### config.mk
export PLATFORM = sky130hd
export DESIGN_NAME = fnd_top
export DESIGN_NICKNAME = d
export VERILOG_FILES = /design/src/pkg/fnd_pkg.sv /design/src/design/fnd_top.sv
export SDC_FILE = /design/constraint.sdc
export NUM_CORES = 2
export LEC_CHECK = 0
export BUFFER_PORTS_ARGS = -buffer_cell sky130_fd_sc_hd__buf_2
export CAP_MARGIN = 0
export CORE_MARGIN = 5
export CORE_UTILIZATION = 55
export CTS_CLUSTER_SIZE = 8
export DETAILED_ROUTE_END_ITERATION = 10
export MAX_ROUTING_LAYER = met4
export PLACE_DENSITY = 0.73
export REMOVE_ABC_BUFFERS = 1
export SYNTH_ARGS = -nofsm -noshare
export SYNTH_HDL_FRONTEND = slang
export SYNTH_SLANG_ARGS = --single-unit
### constraint.sdc
create_clock -name clk -period 5.6 [get_ports clk]
set_clock_uncertainty 0.2 [all_clocks]
set_input_delay 0.56 -clock clk [delete_from_list [all_inputs] [get_ports clk]]
set_output_delay 0.56 -clock clk [all_outputs]
set_load 0.01 [all_outputs]
### src/pkg/fnd_pkg.sv
// fnd_pkg: constants for the fractional-n divider control block
// assumes a 32-bit axi4-lite register bus and a single clock domain
package fnd_pkg;
  localparam logic [7:0] ADDR_CTRL = 8'h00;
  localparam logic [7:0] ADDR_REF = 8'h04;
  localparam logic [7:0] ADDR_NINT = 8'h08;
  localparam logic [7:0] ADDR_NUM = 8'h0c;
  localparam logic [7:0] ADDR_DEN = 8'h10;
  localparam logic [7:0] ADDR_OUT = 8'h14;
  localparam logic [7:0] ADDR_STAT = 8'h18;
  // ctrl field positions
  localparam int CTRL_CAL_BIT = 0;
  localparam int CTRL_SHADOW_BIT = 1;
  localparam int CTRL_SYNC_BIT = 2;
  localparam int CTRL_ORDER_LSB = 4;
  localparam int CTRL_CALDIV_LSB = 8;
  localparam int CTRL_DLY_LSB = 12;
  // ref and out field positions
  localparam int REF_DBL_BIT = 0;
  localparam int REF_PRE_LSB = 8;
  localparam int REF_POST_LSB = 16;
  localparam int OUT_SEL_LSB = 16;
  localparam int OUT_XDIV_LSB = 20;
  // limits
  localparam logic [2:0] ORDER_MAX = 3'h4;
  localparam logic [7:0] PRE_MAX = 8'h80;
  localparam logic [7:0] POST_MAX = 8'hff;
  localparam logic [18:0] NINT_MIN = 19'h0001c;
  localparam logic [18:0] NINT_MAX = 19'h7ffff;
  localparam logic [10:0] OUTPUT_CHAIN_DIVIDE_MAX = 11'h600;
  localparam logic [10:0] OUTPUT_CHAIN_DIVIDE_HI_MAX = 11'h006;
  localparam logic [2:0] CALDIV_MAX = 3'h4;
  // reset values
  localparam logic [31:0] CTRL_RST = 32'h0000_1000;
  localparam logic [31:0] REF_RST = 32'h0001_0100;
  localparam logic [18:0] NINT_RST = 19'h00064;
  localparam logic [31:0] DEN_RST = 32'h0000_0001;
  localparam logic [31:0] OUT_RST = 32'h0011_0001;
  typedef enum logic [2:0] {
    OSEL_CHAIN = 3'b001,
    OSEL_VCO = 3'b010,
    OSEL_DBL = 3'b100
  } fnd_osel_type;
endpackage

### src/design/fnd_top.sv
// fnd_top: register file and divider engines for frequency planning
// assumes axi4-lite master on clk, refClk pulses synchronous to clk
`timescale 1ns/1ps
module fnd_top
  import fnd_pkg::*;
#(
  parameter int CAL_CYCLES = 64
)
(
  input wire logic clk,
  input wire logic rst_n,
  input wire logic refRise,
  input wire logic refFall,
  input wire logic syncIn,
  input wire logic strapMode,
  input wire logic [18:0] strapNint,
  input wire logic [10:0] strapChdiv,
  input wire logic [31:0] s_axi_awaddr,
  input wire logic s_axi_awvalid,
  output logic s_axi_awready,
  input wire logic [31:0] s_axi_wdata,
  input wire logic [3:0] s_axi_wstrb,
  input wire logic s_axi_wvalid,
  output logic s_axi_wready,
  output logic [1:0] s_axi_bresp,
  output logic s_axi_bvalid,
  input wire logic s_axi_bready,
  input wire logic [31:0] s_axi_araddr,
  input wire logic s_axi_arvalid,
  output logic s_axi_arready,
  output logic [31:0] s_axi_rdata,
  output logic [1:0] s_axi_rresp,
  output logic s_axi_rvalid,
  input wire logic s_axi_rready,
  output logic pdTick,
  output logic fbTick,
  output logic smClkTick,
  output logic calBusy,
  output logic [2:0] outRoute,
  output logic [10:0] chainRatio,
  output logic [3:0] detectorDelaySel,
  output logic sysrefPulse
);

  function automatic logic [31:0] merge(input logic [31:0] old, input logic [31:0] nw,
                                        input logic [3:0] be);
    logic [31:0] m;
    m = old;
    for (int i = 0; i < 4; i++)
      if (be[i]) m[i*8 +: 8] = nw[i*8 +: 8];
    return m;
  endfunction

  function automatic logic [7:0] clampLo(input logic [7:0] v, input logic [7:0] hi);
    logic [7:0] r;
    r = (v == 8'h00) ? 8'h01 : v;
    if (r > hi) r = hi;
    return r;
  endfunction

  // live (software-visible) registers
  logic [31:0] ctrl_r, ref_r, num_r, den_r, out_r;
  logic [18:0] nint_r;
  // active copies used by engines
  logic [31:0] aRef_r, aNum_r, aDen_r, aOut_r;
  logic [18:0] aNint_r;

  // write channel: address and data taken in either order
  logic awHeld_r, wHeld_r;
  logic [7:0] awAddr_r;
  logic [31:0] wData_r;
  logic [3:0] wStrb_r;
  logic wrGo, ctrlWr;
  assign s_axi_awready = !awHeld_r && !s_axi_bvalid;
  assign s_axi_wready = !wHeld_r && !s_axi_bvalid;
  assign wrGo = awHeld_r && wHeld_r && !s_axi_bvalid;
  assign ctrlWr = wrGo && (awAddr_r == ADDR_CTRL);
  logic wrBad;
  assign wrBad = (awAddr_r > ADDR_STAT) || (awAddr_r[1:0] != 2'b00) || (awAddr_r == ADDR_STAT);

  always_ff @(posedge clk or negedge rst_n)
  begin
    if (!rst_n)
    begin
      awHeld_r <= 1'b0;
      wHeld_r <= 1'b0;
      awAddr_r <= 8'h00;
      wData_r <= 32'h0000_0000;
      wStrb_r <= 4'h0;
      s_axi_bvalid <= 1'b0;
      s_axi_bresp <= 2'b00;
    end
    else
    begin
      if (s_axi_awvalid && s_axi_awready)
      begin
        awHeld_r <= 1'b1;
        awAddr_r <= s_axi_awaddr[7:0];
      end
      if (s_axi_wvalid && s_axi_wready)
      begin
        wHeld_r <= 1'b1;
        wData_r <= s_axi_wdata;
        wStrb_r <= s_axi_wstrb;
      end
      if (wrGo)
      begin
        awHeld_r <= 1'b0;
        wHeld_r <= 1'b0;
        s_axi_bvalid <= 1'b1;
        s_axi_bresp <= wrBad ? 2'b10 : 2'b00;
      end
      else if (s_axi_bvalid && s_axi_bready)
        s_axi_bvalid <= 1'b0;
    end
  end

  // register store; fields clamped so illegal ranges reach engines only via the unclamped strapChdiv in strap mode
  logic [31:0] wm;
  logic [31:0] mCtrl, mRef, mNum, mDen, mOut;
  assign wm = merge(32'h0000_0000, wData_r, wStrb_r);
  // merged words held as nets, since a function result cannot be sliced
  assign mCtrl = merge(ctrl_r, wData_r, wStrb_r);
  assign mRef = merge(ref_r, wData_r, wStrb_r);
  assign mNum = merge(num_r, wData_r, wStrb_r);
  assign mDen = merge(den_r, wData_r, wStrb_r);
  assign mOut = merge(out_r, wData_r, wStrb_r);
  always_ff @(posedge clk or negedge rst_n)
  begin
    if (!rst_n)
    begin
      ctrl_r <= CTRL_RST;
      ref_r <= REF_RST;
      nint_r <= NINT_RST;
      num_r <= 32'h0000_0000;
      den_r <= DEN_RST;
      out_r <= OUT_RST;
    end
    else if (wrGo && !wrBad)
    begin
      unique case (awAddr_r)
        ADDR_CTRL:
        begin
          ctrl_r <= mCtrl;
          if (mCtrl[CTRL_ORDER_LSB +: 3] > ORDER_MAX)
            ctrl_r[CTRL_ORDER_LSB +: 3] <= ORDER_MAX;
          if (mCtrl[CTRL_CALDIV_LSB +: 3] > CALDIV_MAX)
            ctrl_r[CTRL_CALDIV_LSB +: 3] <= CALDIV_MAX;
        end
        ADDR_REF:
        begin
          ref_r <= mRef & 32'h00ff_ff01;
          ref_r[REF_PRE_LSB +: 8] <= clampLo(mRef[REF_PRE_LSB +: 8], PRE_MAX);
          ref_r[REF_POST_LSB +: 8] <= clampLo(mRef[REF_POST_LSB +: 8], POST_MAX);
        end
        ADDR_NINT:
        begin
          if (wm[18:0] < NINT_MIN)
            nint_r <= NINT_MIN;
          else
            nint_r <= wm[18:0];
        end
        ADDR_NUM: num_r <= mNum;
        ADDR_DEN: den_r <= (mDen == 32'h0000_0000) ? 32'h0000_0001 : mDen;
        ADDR_OUT:
        begin
          // keeps high-band flag and sysref enables along with the chain ratio
          out_r <= mOut & 32'hfff7_3fff;
          if (mOut[10:0] == 11'h0)
            out_r[10:0] <= 11'h001;
          else if (mOut[10:0] > OUTPUT_CHAIN_DIVIDE_MAX)
            out_r[10:0] <= OUTPUT_CHAIN_DIVIDE_MAX;
        end
        default: ;
      endcase
    end
  end

  // shadow transfer: immediate when disabled, else on control write
  logic applyNow;
  assign applyNow = !ctrl_r[CTRL_SHADOW_BIT] || ctrlWr;
  always_ff @(posedge clk or negedge rst_n)
  begin
    if (!rst_n)
    begin
      aRef_r <= REF_RST;
      aNint_r <= NINT_RST;
      aNum_r <= 32'h0000_0000;
      aDen_r <= DEN_RST;
      aOut_r <= OUT_RST;
    end
    else if (applyNow)
    begin
      aRef_r <= ref_r;
      // strap mode: integer only, strap divides
      aNint_r <= strapMode ? ((strapNint < NINT_MIN) ? NINT_MIN : strapNint) : nint_r;
      aNum_r <= strapMode ? 32'h0 : num_r;
      aDen_r <= den_r;
      aOut_r <= strapMode ? {out_r[31:11], strapChdiv} : out_r;
    end
  end

  // reference path: doubler picks both edges
  logic refEdge, preTick;
  logic [7:0] preCnt_r, postCnt_r, preLen_r, postLen_r;
  assign refEdge = refRise || (aRef_r[REF_DBL_BIT] && refFall);
  assign preTick = refEdge && (preCnt_r + 8'h01 >= preLen_r);
  // pdTick rate = ref * dbl / (pre * post)
  always_ff @(posedge clk or negedge rst_n)
  begin
    if (!rst_n)
    begin
      preCnt_r <= 8'h00;
      postCnt_r <= 8'h00;
      preLen_r <= 8'h01;
      postLen_r <= 8'h01;
      pdTick <= 1'b0;
    end
    else
    begin
      pdTick <= 1'b0;
      if (refEdge)
      begin
        if (preTick)
        begin
          preCnt_r <= 8'h00;
          preLen_r <= aRef_r[REF_PRE_LSB +: 8];
          if (postCnt_r + 8'h01 >= postLen_r)
          begin
            postCnt_r <= 8'h00;
            postLen_r <= aRef_r[REF_POST_LSB +: 8];
            pdTick <= 1'b1;
          end
          else
            postCnt_r <= postCnt_r + 8'h01;
        end
        else
          preCnt_r <= preCnt_r + 8'h01;
      end
    end
  end

  // calibration clock divider: divide by 2**exponent
  logic [3:0] smCnt_r;
  logic [3:0] smMask;
  assign smMask = 4'((5'h01 << ctrl_r[CTRL_CALDIV_LSB +: 3]) - 5'h01);
  always_ff @(posedge clk or negedge rst_n)
  begin
    if (!rst_n)
    begin
      smCnt_r <= 4'h0;
      smClkTick <= 1'b0;
    end
    else
    begin
      smClkTick <= 1'b0;
      if (refRise)
      begin
        smClkTick <= ((smCnt_r & smMask) == smMask);
        smCnt_r <= ((smCnt_r & smMask) == smMask) ? 4'h0 : smCnt_r + 4'h1;
      end
    end
  end

  // calibration runs a fixed number of state-machine ticks
  logic [15:0] calCnt_r;
  always_ff @(posedge clk or negedge rst_n)
  begin
    if (!rst_n)
    begin
      calBusy <= 1'b0;
      calCnt_r <= 16'h0000;
    end
    else if (ctrlWr && wm[CTRL_CAL_BIT])
    begin
      calBusy <= 1'b1;
      calCnt_r <= 16'(CAL_CYCLES);
    end
    else if (calBusy && smClkTick)
    begin
      calCnt_r <= calCnt_r - 16'h0001;
      if (calCnt_r == 16'h0001)
        calBusy <= 1'b0;
    end
  end

  // feedback divider: N + num/den by first-order accumulator per stage
  logic [32:0] acc_r [4];
  logic [2:0] order;
  logic [2:0] carrySum;
  logic [18:0] fbLen_r, fbCnt_r;
  logic [3:0] xCnt_r;
  logic [3:0] xLen;
  assign order = ctrl_r[CTRL_ORDER_LSB +: 3];
  // extra divide only in sync mode
  assign xLen = ctrl_r[CTRL_SYNC_BIT] ? ((aOut_r[OUT_XDIV_LSB +: 4] == 4'h0) ? 4'h1 :
                aOut_r[OUT_XDIV_LSB +: 4]) : 4'h1;
  always_comb
  begin
    carrySum = 3'h0;
    for (int i = 0; i < 4; i++)
      if (i < int'(order) && acc_r[i][32])
        carrySum = carrySum + 3'h1;
  end
  logic fbEnd;
  assign fbEnd = pdTick && (fbCnt_r + 19'h1 >= fbLen_r);
  always_ff @(posedge clk or negedge rst_n)
  begin
    if (!rst_n)
    begin
      for (int i = 0; i < 4; i++)
        acc_r[i] <= 33'h0;
      fbLen_r <= NINT_RST;
      fbCnt_r <= 19'h0;
      xCnt_r <= 4'h0;
      fbTick <= 1'b0;
    end
    else if (ctrlWr || syncIn)
    begin
      // repeatable spurs and deterministic sync phase
      for (int i = 0; i < 4; i++)
        acc_r[i] <= 33'h0;
      // restart is a cycle boundary: a stale long ratio must not linger
      fbLen_r <= aNint_r;
      fbCnt_r <= 19'h0;
      xCnt_r <= 4'h0;
      fbTick <= 1'b0;
    end
    else
    begin
      fbTick <= 1'b0;
      if (pdTick)
        fbCnt_r <= fbEnd ? 19'h0 : fbCnt_r + 19'h1;
      if (fbEnd)
      begin
        for (int i = 0; i < 4; i++)
        begin
          logic [32:0] s;
          s = {1'b0, acc_r[i][31:0]} + {1'b0, (i == 0) ? aNum_r : 32'(acc_r[i-1 < 0 ? 0 : i-1][32])};
          acc_r[i] <= (s >= {1'b0, aDen_r}) ? {1'b1, 32'(s - {1'b0, aDen_r})} : s;
        end
        // order zero: no carries, integer divide
        fbLen_r <= aNint_r + 19'(carrySum);
        xCnt_r <= (xCnt_r + 4'h1 >= xLen) ? 4'h0 : xCnt_r + 4'h1;
        fbTick <= (xCnt_r + 4'h1 >= xLen);
      end
    end
  end

  // output routing by band select; chain limited to 6 at high band
  always_comb
  begin
    unique case (aOut_r[OUT_SEL_LSB +: 3])
      3'b010: outRoute = OSEL_VCO;
      3'b100: outRoute = OSEL_DBL;
      default: outRoute = OSEL_CHAIN;
    endcase
  end
  always_ff @(posedge clk or negedge rst_n)
  begin
    if (!rst_n)
    begin
      chainRatio <= 11'h001;
      detectorDelaySel <= 4'h1;
    end
    else
    begin
      if (aOut_r[11] && aOut_r[10:0] > OUTPUT_CHAIN_DIVIDE_HI_MAX)
        chainRatio <= OUTPUT_CHAIN_DIVIDE_HI_MAX;
      else
        chainRatio <= aOut_r[10:0];
      detectorDelaySel <= ctrl_r[CTRL_DLY_LSB +: 4];
    end
  end

  // sysref: repeating train, one pulse per (delay count + 1) fb ticks from sync
  logic [7:0] srCnt_r;
  always_ff @(posedge clk or negedge rst_n)
  begin
    if (!rst_n)
    begin
      srCnt_r <= 8'h00;
      sysrefPulse <= 1'b0;
    end
    else
    begin
      sysrefPulse <= 1'b0;
      if (syncIn)
        srCnt_r <= aOut_r[31:24];
      else if (fbTick && aOut_r[13:12] != 2'b00)
      begin
        if (srCnt_r == 8'h00)
        begin
          sysrefPulse <= 1'b1;
          srCnt_r <= aOut_r[31:24];
        end
        else
          srCnt_r <= srCnt_r - 8'h01;
      end
    end
  end

  // read channel
  logic [7:0] rA;
  assign rA = s_axi_araddr[7:0];
  assign s_axi_arready = !s_axi_rvalid;
  always_ff @(posedge clk or negedge rst_n)
  begin
    if (!rst_n)
    begin
      s_axi_rvalid <= 1'b0;
      s_axi_rdata <= 32'h0;
      s_axi_rresp <= 2'b00;
    end
    else if (s_axi_arvalid && s_axi_arready)
    begin
      s_axi_rvalid <= 1'b1;
      s_axi_rresp <= 2'b00;
      unique case (rA)
        ADDR_CTRL: s_axi_rdata <= ctrl_r;
        ADDR_REF: s_axi_rdata <= ref_r;
        ADDR_NINT: s_axi_rdata <= {13'h0, nint_r};
        ADDR_NUM: s_axi_rdata <= num_r;
        ADDR_DEN: s_axi_rdata <= den_r;
        ADDR_OUT: s_axi_rdata <= out_r;
        ADDR_STAT: s_axi_rdata <= {24'h0, outRoute, strapMode, 3'h0, calBusy};
        default:
        begin
          s_axi_rdata <= 32'h0;
          s_axi_rresp <= 2'b10;
        end
      endcase
    end
    else if (s_axi_rvalid && s_axi_rready)
      s_axi_rvalid <= 1'b0;
  end

  AST_CAL_START: assert property (@(posedge clk) disable iff (!rst_n)
    (ctrlWr && wm[CTRL_CAL_BIT]) |=> calBusy) else $error("cal not started");
  AST_ORDER_MAX: assert property (@(posedge clk) disable iff (!rst_n)
    order <= ORDER_MAX) else $error("order out of range");
  AST_DEN_NZ: assert property (@(posedge clk) disable iff (!rst_n)
    den_r != 32'h0) else $error("zero denominator");
  AST_NINT_MIN: assert property (@(posedge clk) disable iff (!rst_n)
    aNint_r >= NINT_MIN) else $error("n below minimum");
  AST_MOD_RST: assert property (@(posedge clk) disable iff (!rst_n)
    ctrlWr |=> (acc_r[0] == 33'h0)) else $error("modulator not reset");
  AST_INT_MODE: assert property (@(posedge clk) disable iff (!rst_n)
    (order == 3'h0 && fbEnd && !ctrlWr && !syncIn) |=> fbLen_r == $past(aNint_r))
    else $error("integer mode not integer");
  AST_XDIV_ONE: assert property (@(posedge clk) disable iff (!rst_n)
    !ctrl_r[CTRL_SYNC_BIT] |-> xLen == 4'h1) else $error("extra divide outside sync");
  AST_CHAIN_MAX: assert property (@(posedge clk) disable iff (!rst_n)
    chainRatio <= OUTPUT_CHAIN_DIVIDE_MAX && chainRatio != 11'h0) else $error("chain ratio range");
  AST_SHADOW: assert property (@(posedge clk) disable iff (!rst_n)
    (ctrl_r[CTRL_SHADOW_BIT] && !ctrlWr) |=> $stable(aNum_r)) else $error("shadow leak");
endmodule

==> impl_metrics.toml <==
[pwr]
pwr-share-seq_pct = 28.0
p_leak_nw = 21.7
switching_share_pct = 40.5
p_int_mw = 12.4
peakVddDrop_mv = 0.465
power.density_mw_per_mm2 = 470
p_clk_share_pct = 24.3
power_mw = 20.9
switchingPower_mw = 8.46
power_frac_comb_pct = 47.7

[synth]
ys_top_cells_by_area = "dfrtp_1, ha_1, nand2_1"
synth_ff_type = "dfrtp_1"
synth-seq-cells = 626
synth_warnings = 0
syn_avg_cell_area_um2 = 9.01
synth-edff-count = 0
seq_area_frac_synth_pct = 40.1
synth_top_area_share_pct = 38.3
synthDistinctLibCells = 94
synth_top_area_cell = "dfrtp_1"
synth-simple-area-share_pct = 16.8
synth_top_family_by_area = "compound AO/OA/AOI/OAI gates"
synth_fa_ha_area_share_pct = 7.33
synth_xor_area_share_pct = 6.39
synth-compound-area-share_pct = 19.2
netlist_area_mm2 = 0.0392
synth-async-reset-ratio_pct = 100
synthCells = 4350
muxShareOfSynthArea_pct = 6.67

[timing]
finalMaxSlewViolations = 0
final.min_clock_period_ns = 5.40
tightest_slew_ns = 1.16
finalSetupViolations = 0
relSlewSlack_pct = 22.7
report.final.hold_viol_count = 0
tns_ns = 0
whs_ns = 0.0240
finalCritPeriodShare_pct = 96.3
max_freq_mhz = 185

[placement]
hpwlAfterDp_um = 81200
gp_congestion = 0.954
placed_cell_area_mm2 = 0.0411
port_buffers = 154

[critical_path]
r2r_slack_ns = 0.20
crit_fanout = 5
critPathLaunchType = "register"
crit_arrival_ns = 5.68
worstSetupPathType = "register to register"
rr_endpoint = "acc_r[129]"
r2r-start = "acc_r[105]"
reg2reg_depth = 18
end_kind = "register"
crit_required_ns = 5.88

[clock_tree]
clock_sink_count = 626
cts_tree = "done"
ctsHtreeMaxLevel = 3
clk_pin_slew_ns = 0.06
cts-root-buf = "clkbuf_16"
clock_path_buffers = 3
clock_latency_ns = 0.66
cts_buffers = 89

[grt]
grt_overflow = 0
track_usage_pct = 29.4
grt_max_degree = 153
antenna_found_initial = 0
first_global_vias = 32700
grt_pass1_wl_um = 179000

[cells_and_area]
final_nets = 4907
drive_above_1_share_pct = 12.8
area.growth.synth_to_final_pct = 13.5
final_area_mm2 = 0.0445

[die]
coreArea_mm2 = 0.0704
initial_utilization_pct = 55.7
pin_count = 205
die_area_mm2 = 0.0767
die_w_um = 277
die_h_um = 277
rows = 97

[detailed_routing]
drtIter0Drc = 2838
num_vias = 33700
wl_per_cell_um = 20.5
ant_nets = 0
drc_errors = 0
drtPass1Iterations = 9
wirelength_um = 114000
vias_per_cell = 6.08

[worst_hold_path]
hp-start = "strapChdiv[1]"
min_path_cells = 3
hp-class = "input pin to register"
min_to = "aOut_r[1]"

[run_status]
status = "completed"

[run]
maxCapViolCount = 0
## power groups by stage
stage | sequential (mW) | clock (mW) | combinational, mW
after detailed placement | 5.88 | 0 | 9.47
after global routing | 5.90 | 5.37 | 10.9
after global placement | 5.86 | 0 | 9.43
after floorplan | 5.63 | 0 | 6.81
final | 5.84 | 5.08 | 9.97
after CTS | 5.81 | 5.16 | 9.57
## worst max-delay path, cell delays in order (launching register included)
cell and delay, ns:
dfrtp_1 0.39, ha_1 0.38, nand4_1 0.18, or4_4 0.58, nand3_1 0.14, nand3_1 0.12
a21oi_1 0.38, a31o_2 0.23, xor2_1 0.24, ha_1 0.26, nand4_1 0.18, or3_1 0.40
or4_1 0.51, nand3_1 0.14, a211oi_4 0.09, buf_4 0.17, a311o_1 0.26, o32ai_1 0.26
a21oi_1 0.11
## layout by cell type, fill, tap and decap left out, types with 21 or more instances in the layout
cell | netlist | final
buf_2 | 16 | 153
xnor2_1 | 186 | 186
nor4_1 | 25 | 25
dfrtp_1 | 600 | 600
mux2i_1 | 91 | 91
dlygate4sd3_1 | 0 | 54
xor2_1 | 100 | 100
nand3b_1 | 32 | 32
mux2_2 | 151 | 151
inv_1 | 141 | 141
o21bai_1 | 29 | 29
a21oi_1 | 298 | 297
clkbuf_1 | 166 | 50
nor2_1 | 257 | 254
o21a_1 | 36 | 35
nand3_1 | 113 | 113
clkbuf_16 | 0 | 90
nand2_1 | 618 | 615
dfstp_2 | 26 | 26
buf_4 | 10 | 84
nor2b_1 | 47 | 46
a211oi_1 | 48 | 47
ha_1 | 220 | 218
a21o_1 | 114 | 113
nor3_1 | 79 | 77
nand4_1 | 43 | 43
and3_1 | 64 | 64
a31oi_1 | 31 | 30
o21ai_0 | 412 | 407
nand2b_1 | 44 | 44
a222oi_1 | 21 | 21
## cell usage after synthesis (36+ instances only)
| library cell | instances |
|---|---|
| nand3_1 | 113 |
| xor2_1 | 100 |
| o21a_1 | 36 |
| nor3_1 | 79 |
| a21o_1 | 114 |
| and3_1 | 64 |
| xnor2_1 | 186 |
| nand2b_1 | 44 |
| nor2_1 | 257 |
| nand2_1 | 618 |
| nor2b_1 | 47 |
| mux2_2 | 151 |
| a21oi_1 | 298 |
| mux2i_1 | 91 |
| dfrtp_1 | 600 |
| a211oi_1 | 48 |
| clkbuf_1 | 166 |
| inv_1 | 141 |
| nand4_1 | 43 |
| o21ai_0 | 412 |
| ha_1 | 220 |
## metal layers
layer	vias to the layer above	share of wire, %	global-route usage, %
met1	16400	43	39.3
met2	1136	47	47.0
met3	240	6.1	3.66
li1	16000	-	-
met5	-	0	-
met4	0	3.5	9.84
## metrics by stage
stage,std cells,utilization [%],setup slack (ns)
final,5539,63.2,0.205
after global placement,5327,58.4,0.122
after floorplan,4145,-,-10.93
after CTS,5530,62.9,0.107
after detailed placement,5327,58.4,0.150
after global routing,5538,63.2,-0.0572
## cell type report
class | count | area, um2
clock inverters | 8 | 180
diodes | 1 | 2.50
repair buffers | 304 | 2200
well taps | 940 | 1180
inverters | 142 | 533
clock buffers | 141 | 2440
multi-input cells | 3377 | 22200
flip-flops and latches | 626 | 15700
fillers | 5890 | 25900
## worst max-delay path by stage
stage | startpoint | end | slack (ns) | depth (start not counted)
after detailed placement | aNum_r[0] | acc_r[109] | 0.15 | 20
after floorplan | fbCnt_r[0] | fbCnt_r[12] | -10.93 | 14
final | acc_r[105] | acc_r[129] | 0.20 | 18
after CTS | aNum_r[0] | acc_r[109] | 0.11 | 20
after global placement | aNum_r[0] | acc_r[109] | 0.12 | 20
after global routing | acc_r[106] | acc_r[100] | -0.06 | 20
## logic make-up after synthesis
logic type | count (synthesis)
adder cells (fa/ha/maj) | 226
flip-flops | 626
other | 1
AO/OA/AOI/OAI | 1207
AND/OR/NAND/NOR | 1414
multiplexers | 242
buffers and inverters | 348
XOR/XNOR | 286
## what timing repair did
| item | 4_1_cts | 5_1_grt |
|---|---|---|
| hold buffers | 54 | 0 |
| hold endpoints to repair | 118 | 0 |
| resized for setup | 0 | 17 |
| endpoints found under the setup margin | 0 | 51 |
| buffers inserted | 0 | 7 |
## flip-flops by register name, indices dropped and copies added (netlist names), 32 cells and up
name and cells:
den_r 32, aDen_r 32, acc_r 132, wData_r 32, s_axi_rdata 32, aNum_r 32
num_r 32, ctrl_r 32
(Power assumes the default switching activity.)
